`src/verilog/charge_profile_pkg.sv`:
```
package charge_profile_pkg;

  // ==========================================================
  // Serial port
  // ==========================================================
  // Target address on the serial bus; value is arbitrary
  localparam logic [6:0] DEVICE_ADDR        = 7'h2a;
  localparam logic [3:0] BITS_PER_BYTE      = 4'h8;
  localparam logic [7:0] UNMAPPED_READ      = 8'h00;

  // ==========================================================
  // Register offsets
  // ==========================================================
  localparam logic [7:0] TERM_CURRENT_ADDR  = 8'h10;
  localparam logic [7:0] PRECHG_CLAMP_ADDR  = 8'h11;
  localparam logic [7:0] GATE_DRIVE_ADDR    = 8'h12;

  // ==========================================================
  // Reset values
  // ==========================================================
  localparam logic [7:0] TERM_CURRENT_RST   = 8'h20;
  localparam logic [7:0] PRECHG_CLAMP_RST   = 8'h30;
  localparam logic [7:0] GATE_DRIVE_RST     = 8'h6c;
  localparam logic [2:0] HIGH_SIDE_RST      = 3'h3;
  localparam logic [2:0] LOW_SIDE_RST       = 3'h3;
  localparam logic       SLOWDOWN_RST       = 1'b0;

  // ==========================================================
  // Current field limits, 8 mA per step
  // ==========================================================
  localparam logic [7:0] CURRENT_CLAMP_LOW  = 8'h10;
  localparam logic [7:0] CURRENT_CLAMP_HIGH = 8'hfc;

  // ==========================================================
  // Gate drive field positions
  // ==========================================================
  localparam int HIGH_SIDE_MSB = 7;
  localparam int HIGH_SIDE_LSB = 5;
  localparam int LOW_SIDE_MSB  = 4;
  localparam int LOW_SIDE_LSB  = 2;
  localparam int SLOWDOWN_BIT  = 1;
  localparam int RESERVED_BIT  = 0;

endpackage

```
`src/verilog/reg_access_if.sv`:
```
`timescale 1ns/1ps
interface reg_access_if;
  logic       wr_en;
  logic [7:0] addr;
  logic [7:0] wdata;
  logic [7:0] rdata;

  modport port_side (output wr_en, output addr, output wdata, input rdata);
  modport bank_side (input wr_en, input addr, input wdata, output rdata);
endinterface
```
`src/verilog/charge_profile_bank.sv`:
```
`timescale 1ns/1ps
module charge_profile_bank
  import charge_profile_pkg::*;
(
  // Clock and reset
  input  wire logic       sys_clk,
  input  wire logic       rst_b,
  // Register access
  reg_access_if.bank_side acc,
  // Register-reset command
  input  wire logic       reg_reset,
  // Regulation inputs
  input  wire logic [7:0] charge_current,
  input  wire logic       battery_below_min,
  // Settings
  output logic      [7:0] end_of_charge_current,
  output logic      [7:0] precharge_limit,
  output logic      [2:0] high_side_two_strength,
  output logic      [2:0] low_side_two_strength,
  output logic            system_loop_slowdown,
  output logic      [7:0] applied_precharge_current
);

  // ==========================================================
  // Decode and clamp
  // ==========================================================
  wire       hit_term   = acc.addr == TERM_CURRENT_ADDR;
  wire       hit_prechg = acc.addr == PRECHG_CLAMP_ADDR;
  wire       hit_gate   = acc.addr == GATE_DRIVE_ADDR;
  wire [7:0] clamped    = (acc.wdata < CURRENT_CLAMP_LOW)  ?
                          CURRENT_CLAMP_LOW :
                          (acc.wdata > CURRENT_CLAMP_HIGH) ?
                          CURRENT_CLAMP_HIGH : acc.wdata;
  wire [7:0] gate_read  = {high_side_two_strength, low_side_two_strength,
                           system_loop_slowdown, 1'b0};
  wire [7:0] next_applied = (charge_current < precharge_limit) ?
                            charge_current : precharge_limit;

  assign acc.rdata = hit_term   ? end_of_charge_current :
                     hit_prechg ? precharge_limit :
                     hit_gate   ? gate_read : UNMAPPED_READ;

  // ==========================================================
  // Registers
  // ==========================================================
  always_ff @(posedge sys_clk or negedge rst_b) begin
    if (!rst_b) begin
      end_of_charge_current <= TERM_CURRENT_RST;
    end else if (acc.wr_en && hit_term) begin
      end_of_charge_current <= clamped;
    end
  end

  always_ff @(posedge sys_clk or negedge rst_b) begin
    if (!rst_b) begin
      precharge_limit <= PRECHG_CLAMP_RST;
    end else if (reg_reset) begin
      precharge_limit <= PRECHG_CLAMP_RST;
    end else if (acc.wr_en && hit_prechg) begin
      precharge_limit <= clamped;
    end
  end

  // Reserved bit 0 of the gate drive write data is dropped
  always_ff @(posedge sys_clk or negedge rst_b) begin
    if (!rst_b) begin
      high_side_two_strength <= HIGH_SIDE_RST;
      low_side_two_strength  <= LOW_SIDE_RST;
      system_loop_slowdown   <= SLOWDOWN_RST;
    end else if (acc.wr_en && hit_gate) begin
      high_side_two_strength <= acc.wdata[HIGH_SIDE_MSB:HIGH_SIDE_LSB];
      low_side_two_strength  <= acc.wdata[LOW_SIDE_MSB:LOW_SIDE_LSB];
      system_loop_slowdown   <= acc.wdata[SLOWDOWN_BIT];
    end
  end

  // Applied precharge is zero outside the precharge region
  always_ff @(posedge sys_clk or negedge rst_b) begin
    if (!rst_b) begin
      applied_precharge_current <= 8'h00;
    end else if (battery_below_min) begin
      applied_precharge_current <= next_applied;
    end else begin
      applied_precharge_current <= 8'h00;
    end
  end

endmodule

```
`src/verilog/charge_profile_gate_drive_regs.sv`:
```
// Functional notes
// - Termination current register, 8 bits, resets to 20h, 8 mA per step.
// - Current writes below 10h store 10h; above FCh store FCh.
// - Precharge clamp register resets to 30h, also on register-reset.
// - Gate drive bits 7-5 high-side strength code, reset 3h.
// - Gate drive bits 4-2 low-side strength code, reset 3h.
// - Gate drive bit 1 slows system loop when set, reset 0.
// - Termination current at 10h, precharge clamp at 11h.
// - Gate drive register at 12h, reset value 6Ch.
`timescale 1ns/1ps
module charge_profile_gate_drive_regs
  import charge_profile_pkg::*;
(
  // Clock and reset
  input  wire logic       sys_clk,
  input  wire logic       rst_b,
  // Two-wire serial port
  input  wire logic       scl,
  input  wire logic       sda_in,
  output logic            sda_out,
  output logic            sda_oe_b,
  // Register-reset command
  input  wire logic       reg_reset,
  // Regulation inputs
  input  wire logic [7:0] charge_current,
  input  wire logic       battery_below_min,
  // Settings to the regulation loops
  output logic      [7:0] end_of_charge_current,
  output logic      [7:0] precharge_limit,
  output logic      [2:0] high_side_two_strength,
  output logic      [2:0] low_side_two_strength,
  output logic            system_loop_slowdown,
  output logic      [7:0] applied_precharge_current
);

  import charge_profile_pkg::*;

  typedef enum logic [3:0] {
    ST_IDLE,
    ST_ADDR,
    ST_ACK_ADDR,
    ST_PTR,
    ST_ACK_PTR,
    ST_WDATA,
    ST_ACK_WDATA,
    ST_RDATA,
    ST_ACK_RDATA
  } port_state_t;

  // ==========================================================
  // Line sampling and bus conditions
  // ==========================================================
  logic scl_q;
  logic sda_q;

  always_ff @(posedge sys_clk or negedge rst_b) begin
    if (!rst_b) begin
      scl_q <= 1'b1;
      sda_q <= 1'b1;
    end else begin
      scl_q <= scl;
      sda_q <= sda_in;
    end
  end

  wire scl_rise   = scl & ~scl_q;
  wire scl_fall   = ~scl & scl_q;
  wire bus_start  = scl & scl_q & sda_q & ~sda_in;
  wire bus_stop   = scl & scl_q & ~sda_q & sda_in;

  // ==========================================================
  // Transaction state
  // ==========================================================
  port_state_t state;
  logic [3:0]  bit_cnt;
  logic [7:0]  shift_in;
  logic [7:0]  shift_out;
  logic [7:0]  pointer;
  logic        write_pulse;
  logic        read_mode;

  reg_access_if acc ();

  assign acc.wr_en = write_pulse;
  assign acc.addr  = pointer;
  assign acc.wdata = shift_in;

  wire byte_done   = bit_cnt == BITS_PER_BYTE;
  wire receiving   = (state == ST_ADDR) || (state == ST_PTR) ||
                     (state == ST_WDATA);
  wire addr_match  = shift_in[7:1] == DEVICE_ADDR;
  wire [7:0] next_pointer = pointer + 8'h01;
  wire next_out_bit = shift_out[3'(4'h7 - bit_cnt)];

  // ==========================================================
  // Byte engine
  // ==========================================================
  always_ff @(posedge sys_clk or negedge rst_b) begin
    if (!rst_b) begin
      state       <= ST_IDLE;
      bit_cnt     <= 4'h0;
      shift_in    <= 8'h00;
      shift_out   <= 8'h00;
      pointer     <= 8'h00;
      write_pulse <= 1'b0;
      read_mode   <= 1'b0;
      sda_out     <= 1'b0;
      sda_oe_b    <= 1'b1;
    end else begin
      write_pulse <= 1'b0;
      sda_out     <= 1'b0;
      if (bus_start) begin
        state    <= ST_ADDR;
        bit_cnt  <= 4'h0;
        sda_oe_b <= 1'b1;
      end else if (bus_stop) begin
        state    <= ST_IDLE;
        sda_oe_b <= 1'b1;
      end else if (scl_rise) begin
        if (receiving) begin
          shift_in <= {shift_in[6:0], sda_in};
          bit_cnt  <= bit_cnt + 4'h1;
        end else if (state == ST_RDATA) begin
          bit_cnt  <= bit_cnt + 4'h1;
        end else if (state == ST_ACK_RDATA && sda_in) begin
          state    <= ST_IDLE;
        end
      end else if (scl_fall) begin
        case (state)
          ST_ADDR: begin
            if (byte_done && addr_match) begin
              state     <= ST_ACK_ADDR;
              read_mode <= shift_in[0];
              sda_oe_b  <= 1'b0;
            end else if (byte_done) begin
              state     <= ST_IDLE;
            end
          end
          ST_PTR: begin
            if (byte_done) begin
              state    <= ST_ACK_PTR;
              pointer  <= shift_in;
              sda_oe_b <= 1'b0;
            end
          end
          ST_WDATA: begin
            if (byte_done) begin
              state       <= ST_ACK_WDATA;
              write_pulse <= 1'b1;
              sda_oe_b    <= 1'b0;
            end
          end
          ST_ACK_ADDR: begin
            bit_cnt <= 4'h0;
            if (read_mode) begin
              state     <= ST_RDATA;
              shift_out <= acc.rdata;
              sda_oe_b  <= acc.rdata[7];
            end else begin
              state    <= ST_PTR;
              sda_oe_b <= 1'b1;
            end
          end
          ST_ACK_PTR: begin
            state    <= ST_WDATA;
            bit_cnt  <= 4'h0;
            sda_oe_b <= 1'b1;
          end
          ST_ACK_WDATA: begin
            state    <= ST_WDATA;
            bit_cnt  <= 4'h0;
            pointer  <= next_pointer;
            sda_oe_b <= 1'b1;
          end
          ST_RDATA: begin
            if (byte_done) begin
              state    <= ST_ACK_RDATA;
              pointer  <= next_pointer;
              sda_oe_b <= 1'b1;
            end else begin
              sda_oe_b <= next_out_bit;
            end
          end
          ST_ACK_RDATA: begin
            state     <= ST_RDATA;
            bit_cnt   <= 4'h0;
            shift_out <= acc.rdata;
            sda_oe_b  <= acc.rdata[7];
          end
          default: begin
            sda_oe_b <= 1'b1;
          end
        endcase
      end
    end
  end

  // ==========================================================
  // Register bank
  // ==========================================================
  charge_profile_bank u_bank (
    .sys_clk                   (sys_clk),
    .rst_b                     (rst_b),
    .acc                       (acc),
    .reg_reset                 (reg_reset),
    .charge_current            (charge_current),
    .battery_below_min         (battery_below_min),
    .end_of_charge_current     (end_of_charge_current),
    .precharge_limit           (precharge_limit),
    .high_side_two_strength    (high_side_two_strength),
    .low_side_two_strength     (low_side_two_strength),
    .system_loop_slowdown      (system_loop_slowdown),
    .applied_precharge_current (applied_precharge_current)
  );

endmodule

```
`config.mk`:
```
export PLATFORM = sky130hd
export DESIGN_NAME = charge_profile_gate_drive_regs
export DESIGN_NICKNAME = d
export VERILOG_FILES = /design/src/verilog/charge_profile_pkg.sv /design/src/verilog/reg_access_if.sv /design/src/verilog/charge_profile_bank.sv /design/src/verilog/charge_profile_gate_drive_regs.sv
export SDC_FILE = /design/constraint.sdc
export NUM_CORES = 1
export LEC_CHECK = 0
export ABC_AREA = 1
export BUFFER_PORTS_ARGS = -buffer_cell sky130_fd_sc_hd__buf_4
export CAP_MARGIN = 20
export CELL_PAD_IN_SITES_DETAIL_PLACEMENT = 1
export CELL_PAD_IN_SITES_GLOBAL_PLACEMENT = 2
export CORE_UTILIZATION = 35
export CTS_CLUSTER_SIZE = 24
export DETAILED_ROUTE_END_ITERATION = 16
export PLACE_DENSITY = 0.8
export SLEW_MARGIN = 20
export SYNTH_ARGS = -nofsm -noshare
export SYNTH_HDL_FRONTEND = slang
export SYNTH_SLANG_ARGS = --single-unit
```
`constraint.sdc`:
```
create_clock -name sys_clk -period 3.3 [get_ports sys_clk]
set_input_delay 0.165 -clock sys_clk [delete_from_list [all_inputs] [get_ports sys_clk]]
set_output_delay 0.165 -clock sys_clk [all_outputs]
set_load 0.005 [all_outputs]
```
## Yosys cells after proc, flatten, opt, wreduce, memory -nomap -nowiden

Cells that the tools add are included.

- Bits in registers: 68
- Input bits: 14
- Logic and storage cells: 142

- $add $sub $neg: 3
- Magnitude comparators: 4
- Equality and inequality tests: 28
- Mux-type cells: 52
- Bitwise operators: 14
- Reductions and logical operators: 25

Operator list:

| cell | number |
|---|---|
| 8-bit two-way mux | 12 |
| 4-bit two-way mux | 19 |
| 4-bit case mux with 7 select lines | 1 |
| 8-bit by 5-bit == test with 1-bit output, second input constant | 3 |
| 8-bit case mux with 3 select lines | 1 |
| 4-bit by 3-bit == test with 1-bit output, second input constant | 4 |
| 8-bit case mux with 2 select lines | 1 |
| 1-bit two-way mux | 15 |
| 4-bit by 1-bit != test with 1-bit output, second input constant | 3 |
| 4-bit != test, second input constant | 3 |
| 4-bit AND reduction | 3 |
| 6-bit AND reduction | 2 |
| 3-bit nonzero test | 4 |
| 5-bit != test, second input constant | 2 |
| 10-bit nonzero test | 1 |
| 9-bit AND reduction | 1 |
| 8-bit by 1-bit adder with 8-bit output, second input constant | 1 |
| 4-bit by 2-bit == test with 1-bit output, second input constant | 2 |
| 4-bit == test, second input constant | 2 |
| 8-bit > comparator, second input constant | 1 |
| 8-bit by 5-bit < comparator with 1-bit output, second input constant | 1 |
| 8-bit < comparator | 1 |
| 2-bit != test, second input constant | 4 |
| 1-bit bitwise AND | 7 |
| other kinds (19) | 32 |

## Logic depth before layout (Yosys ltp)

- Depth in word-level cells: 10
- Depth in mapped cells: 12
- Gate-level depth less buffers: 12

## By module

Synthesis repeated with hierarchy kept, for this count alone.

- Cells, all modules: 518
- Area total of the unflattened synthesis: 4010.1 um2

By module, submodules not included:

| module | instances | cells each | area an instance (um2) | sequential area each (um2) |
|---|---|---|---|---|
| charge_profile_gate_drive_regs | 1 | 297 | 2225.9 | 929.6 |
| charge_profile_bank | 1 | 221 | 1784.2 | 784.5 |

## Worst setup path before layout

OpenSTA, ideal clock, no wires.

- Kind: register to register
- Start: register scl_q
- End: register shift_out[7]
- Library setup time: 0.121 ns
- Arrival: 1.701 ns
- Data required time: 3.179 ns
- Slack: 1.478 ns
- Stages on the path, launching flop included: 11
- Cells stage by stage: dfstp_2 inv_1 ha_1 buf_6 inv_1 nand2_1 nor2_1 o211ai_2 buf_6 a21oi_1 a21oi_1

- Cells in the longest elaborated chain, start to end: 5

RTL lines:

| item | line | RTL |
|---|---|---|
| start, declared | charge_profile_gate_drive_regs.sv:53 | `logic scl_q;` |
| start signal, assigned | charge_profile_gate_drive_regs.sv:61 | `scl_q <= scl;` |
| 1-bit bitwise AND | charge_profile_gate_drive_regs.sv:68, charge_profile_gate_drive_regs.sv:69 |  |
| 1-bit bitwise AND (on tied branches) (2 in a row) | charge_profile_gate_drive_regs.sv:69, charge_profile_gate_drive_regs.sv:68 |  |
| 1-bit NOT (no source line) | n/a |  |
| 6-bit AND reduction (no source line) * | n/a |  |
| end signal, assigned | charge_profile_gate_drive_regs.sv:157 | `shift_out <= acc.rdata;` |
| end signal, assigned | charge_profile_gate_drive_regs.sv:187 | `shift_out <= acc.rdata;` |
| end, declared | charge_profile_gate_drive_regs.sv:77 | `logic [7:0] shift_out;` |

Mark *: on every way between the ends. The rest lies on a longest branch, timed or not.
A chain may end at the register's enable or synchronous reset.

## Final worst setup path

- Start: register scl_q
- End: register shift_out[1]

The elaborated chain is that of the path after synthesis.

==> results.txt <==
When the netlist entered floorplanning its net count stood at 523. The number of rows created at floorplan came out at 38. After layout, the minimum clock period comes to 2.27 ns.

After detailed routing, the number of vias per cell comes to 5.04. Internal power comes to 1.53 mW. In this run switching power makes up 25.2% of total power. The number of antenna diodes in the final layout is 0. The instance count of the mapped netlist is 492. The post-cts repair resize count is 0. The total number of H-tree levels is 3. The warning count from the yosys run is 0. The remaining routing DRC violations came out at 0. The TritonCTS sink count is 68.

The count of buffers added by post-CTS timing repair for setup came out at 0. The final count of hold timing violations came out at 0. The final worst hold slack came out at 0.0939 ns. The clock-pin slew reported for the worst setup and hold paths after clock tree synthesis is 0.06 ns. The most critical setup path has its startpoint at scl_q. The final setup TNS came out at 0 ns. The worst setup path is captured at a register. The number of nets at the end of the flow is 572.

The number of failing setup endpoints in the final timing report is 0. The worst setup path is launched from a register. Global routing consumed, over all layers together, 20.9% of the routing resources. The final wirelength is 11200 µm. The number of top-level pins is 47.

The total number of vias is 3456. The total clock buffers created by CTS came out at 9. At the worst endpoint, the required time is 3.49 ns. The number of hold buffers added after CTS was 3. The sequential share of power is 43.2%. Setup repair after global routing left no endpoint under its margin. At the later pin of the worst-skew pair, clock insertion delay measures 0.34 ns. The top cell types in the final layout, fill and taps aside, are nand2_1, dfrtp_1, inv_1. The critical path's slowest cell is dfstp_2. The number of global-route vias before repair came out at 3601. The die height is 108 µm.

In this run the worst hold path is classified as primary input to register. The first detailed-routing pass ran for 4 iterations. Once detail routing completed, the nets flagged for antenna violations numbered 0.

Across the run, the number of max-cap violations was 0. The share of power burned in combinational logic is 9.0%. The arrival time of the worst setup path is 2.45 ns. In this run the tightest slew margin relative to its limit is 38.0%. The maximum achievable frequency came out at 441 MHz. The worst voltage drop across the vdd grid is 0.270 mV. After detailed routing, the average wire length per cell comes to 16.4 µm. The transition time at the pin with the least slew margin came out at 0.931 ns. The leakage power figure is 2.27 nW. The initial antenna violation count is 0. The critical path in this run is classified as register to register.

The part of the total power dissipated in the clock network is 47.8%. The most numerous cell type found on the critical path is inv_1. The max-slew violation count came out at 0.

The cell area that synthesis handed to floorplanning was 3950 µm². The effective utilization at floorplan came out at 36.1%. The global-route wire length before repair is 18700 µm. The endpoint of the most critical setup path is shift_out[1]. Detailed placement finished with a half-perimeter wire length of 8610 µm.

The global route total overflow is 0. The reg2reg setup slack is 1.03 ns. Routability-driven placement finished with a final weighted congestion of 0.886. The flip-flop and latch count after synthesis is 68. The pre-CTS worst setup slack came out at 1.05 ns. The number of buffers between clock root and the deepest sink is 2. The growth of design area from synthesis to finish is 19.2%. The power per unit of standard cell area came out at 435 nW/µm². The final clock skew came out at 0.00583 ns.

The total die area came out at 11700 µm². The distinct cell type count after synthesis came out at 43. The signal on the critical path passes through inv_1 > ha_1 > inv_1 > nand2_1 > nor2_1 > o211ai_2 > a21oi_1 > a22oi_1.

The count of buffers from port buffering is 45. The number of design-rule violations left by the first detailed-router iteration came out at 139. The smallest setup slack after layout is 1.03 ns.

The share of the yosys chip area belonging to registers came out at 43.4%. Summed over all nets, the switching power comes to 516 µW. The flow ran to the end, and the final reports show no timing, DRC or antenna violations.

The synthesized area divided by synthesized cell count came out at 8.03 µm². The critical register-to-register path startpoint is scl_q. TritonCTS built the clock tree. Entering global routing, the biggest net connects 69 pins. The library cell used most frequently in the layout, excluding fill and tap cells, is nand2_1. The reg-to-reg critical path endpoint is shift_out[1].

Measured along the x axis, the die boundary spans 108 µm. In this run the standard cell core region covers 10900 µm². After layout, the worst path uses 68.7% of the clock period.

The root buffer cell chosen for the clock tree is clkbuf_16. The final-layout fill cell count came out at 1344. The length in cells of the worst reg-to-reg path came out at 8. Along the worst path, the maximum fanout reaches 16. The fraction of layout cells with a size suffix above 1 is 19.0%.

The highest cell delay on the worst timing path came out at 0.56 ns.
==> layout make-up <==
| type | instances | area [µm²] | share of cell area [%] |
|---|---|---|---|
| inverter | 61 | 234 | 4.97 |
| sequential | 68 | 1710 | 36.4 |
| clock inverter | 4 | 48.8 | 1.04 |
| tap | 140 | 175 | 3.72 |
| clock buffer | 12 | 246 | 5.24 |
| timing repair buffer | 48 | 368 | 7.82 |
| multi-input combinational | 353 | 1920 | 40.8 |
==> cells by family (layout without fill, tap and decap cells) <==
kind of cell,Yosys count,after routing,share of synthesized area [%]
other cells,1,1,0.0949
simple gates,218,218,25.7
xor+xnor,3,3,0.665
flops,68,68,43.4
fa+ha+maj,17,17,5.38
compound gates,114,114,16.8
buf+inv,71,125,7.98
==> sequential cells by signal, indices dropped and copies added (netlist names), 3 cells and up <==
| name | flops |
|---|---|
| u_bank.end_of_charge_current | 8 |
| u_bank.high_side_two_strength | 3 |
| u_bank.applied_precharge_current | 8 |
| u_bank.precharge_limit | 8 |
| shift_out | 8 |
| state | 4 |
| acc.wdata | 8 |
| u_bank.low_side_two_strength | 3 |
| bit_cnt | 4 |
| acc.addr | 8 |
==> metal layers <==
layer  part of all wire, %  up-vias  global-route usage (%)
met1                    49     1680                    28.1
met3                   2.9       11                    3.98
li1                      -     1720                       -
met5                     0        -                       0
met2                    47       45                    34.0
met4                   1.2        0                    6.46
==> critical path, delay by kind of cell (launching register included) <==
kind	cells	cell delay, ns
simple gates	2	0.34
compound gates	3	0.63
flops	1	0.56
buf+inv	2	0.28
fa+ha+maj	1	0.31
==> synthesized netlist by cell type (all sizes together) <==
cell type	count	area, µm²
nor3b	1	7.51
conb	1	3.75
o21a	1	7.51
and2	1	6.26
nor2	50	249
ha	17	213
a22oi	6	45.0
dfstp	10	263
nand4	6	37.5
nor4	1	6.26
clkbuf	2	7.51
o22ai	7	43.8
dfrtp	58	1450
a31oi	1	6.26
nand2	116	448
or2	2	12.5
o21ai	64	358
nor3	6	46.3
a21oi	28	144
o211ai	6	50.1
xor2	3	26.3
o31ai	1	7.51
buf	8	73.8
inv	60	225
clkinv	1	8.76
nand3	35	203
==> how the worst min path moves through the flow <==
stage                            from                                   to  slack [ns]  depth (start not counted)
global placement               sda_in                                sda_q        0.30                          1
CTS                         reg_reset            u_bank.precharge_limit[5]         0.1                          3
finish                      reg_reset            u_bank.precharge_limit[5]        0.09                          3
detailed placement             sda_in                                sda_q        0.31                          1
global route        battery_below_min  u_bank.applied_precharge_current[4]        0.12                          3
floorplan                       rst_b                          acc.addr[0]       -0.13                          0
==> per-stage QoR <==
step	instances	util, %	total power, mW	instance area (µm²)
5_1_grt	686	43.0	2.13	4710
6_report	686	43.0	2.05	4710
3_5_place_dp	667	40.1	1.08	4380
2_1_floorplan	492	-	1.00	3950
4_1_cts	686	43.0	2.06	4710
3_3_place_gp	667	40.1	1.07	4380
==> power groups by stage <==
stage                     clock [mW]  sequential, mW  combinational (mW)
after floorplan                    0           0.894               0.107
after global placement             0           0.897               0.176
after detailed placement           0           0.900               0.185
after CTS                      0.986           0.886               0.188
after global routing            1.03           0.889               0.212
final                          0.979           0.885               0.185
Power figures use the tool's default switching activity.
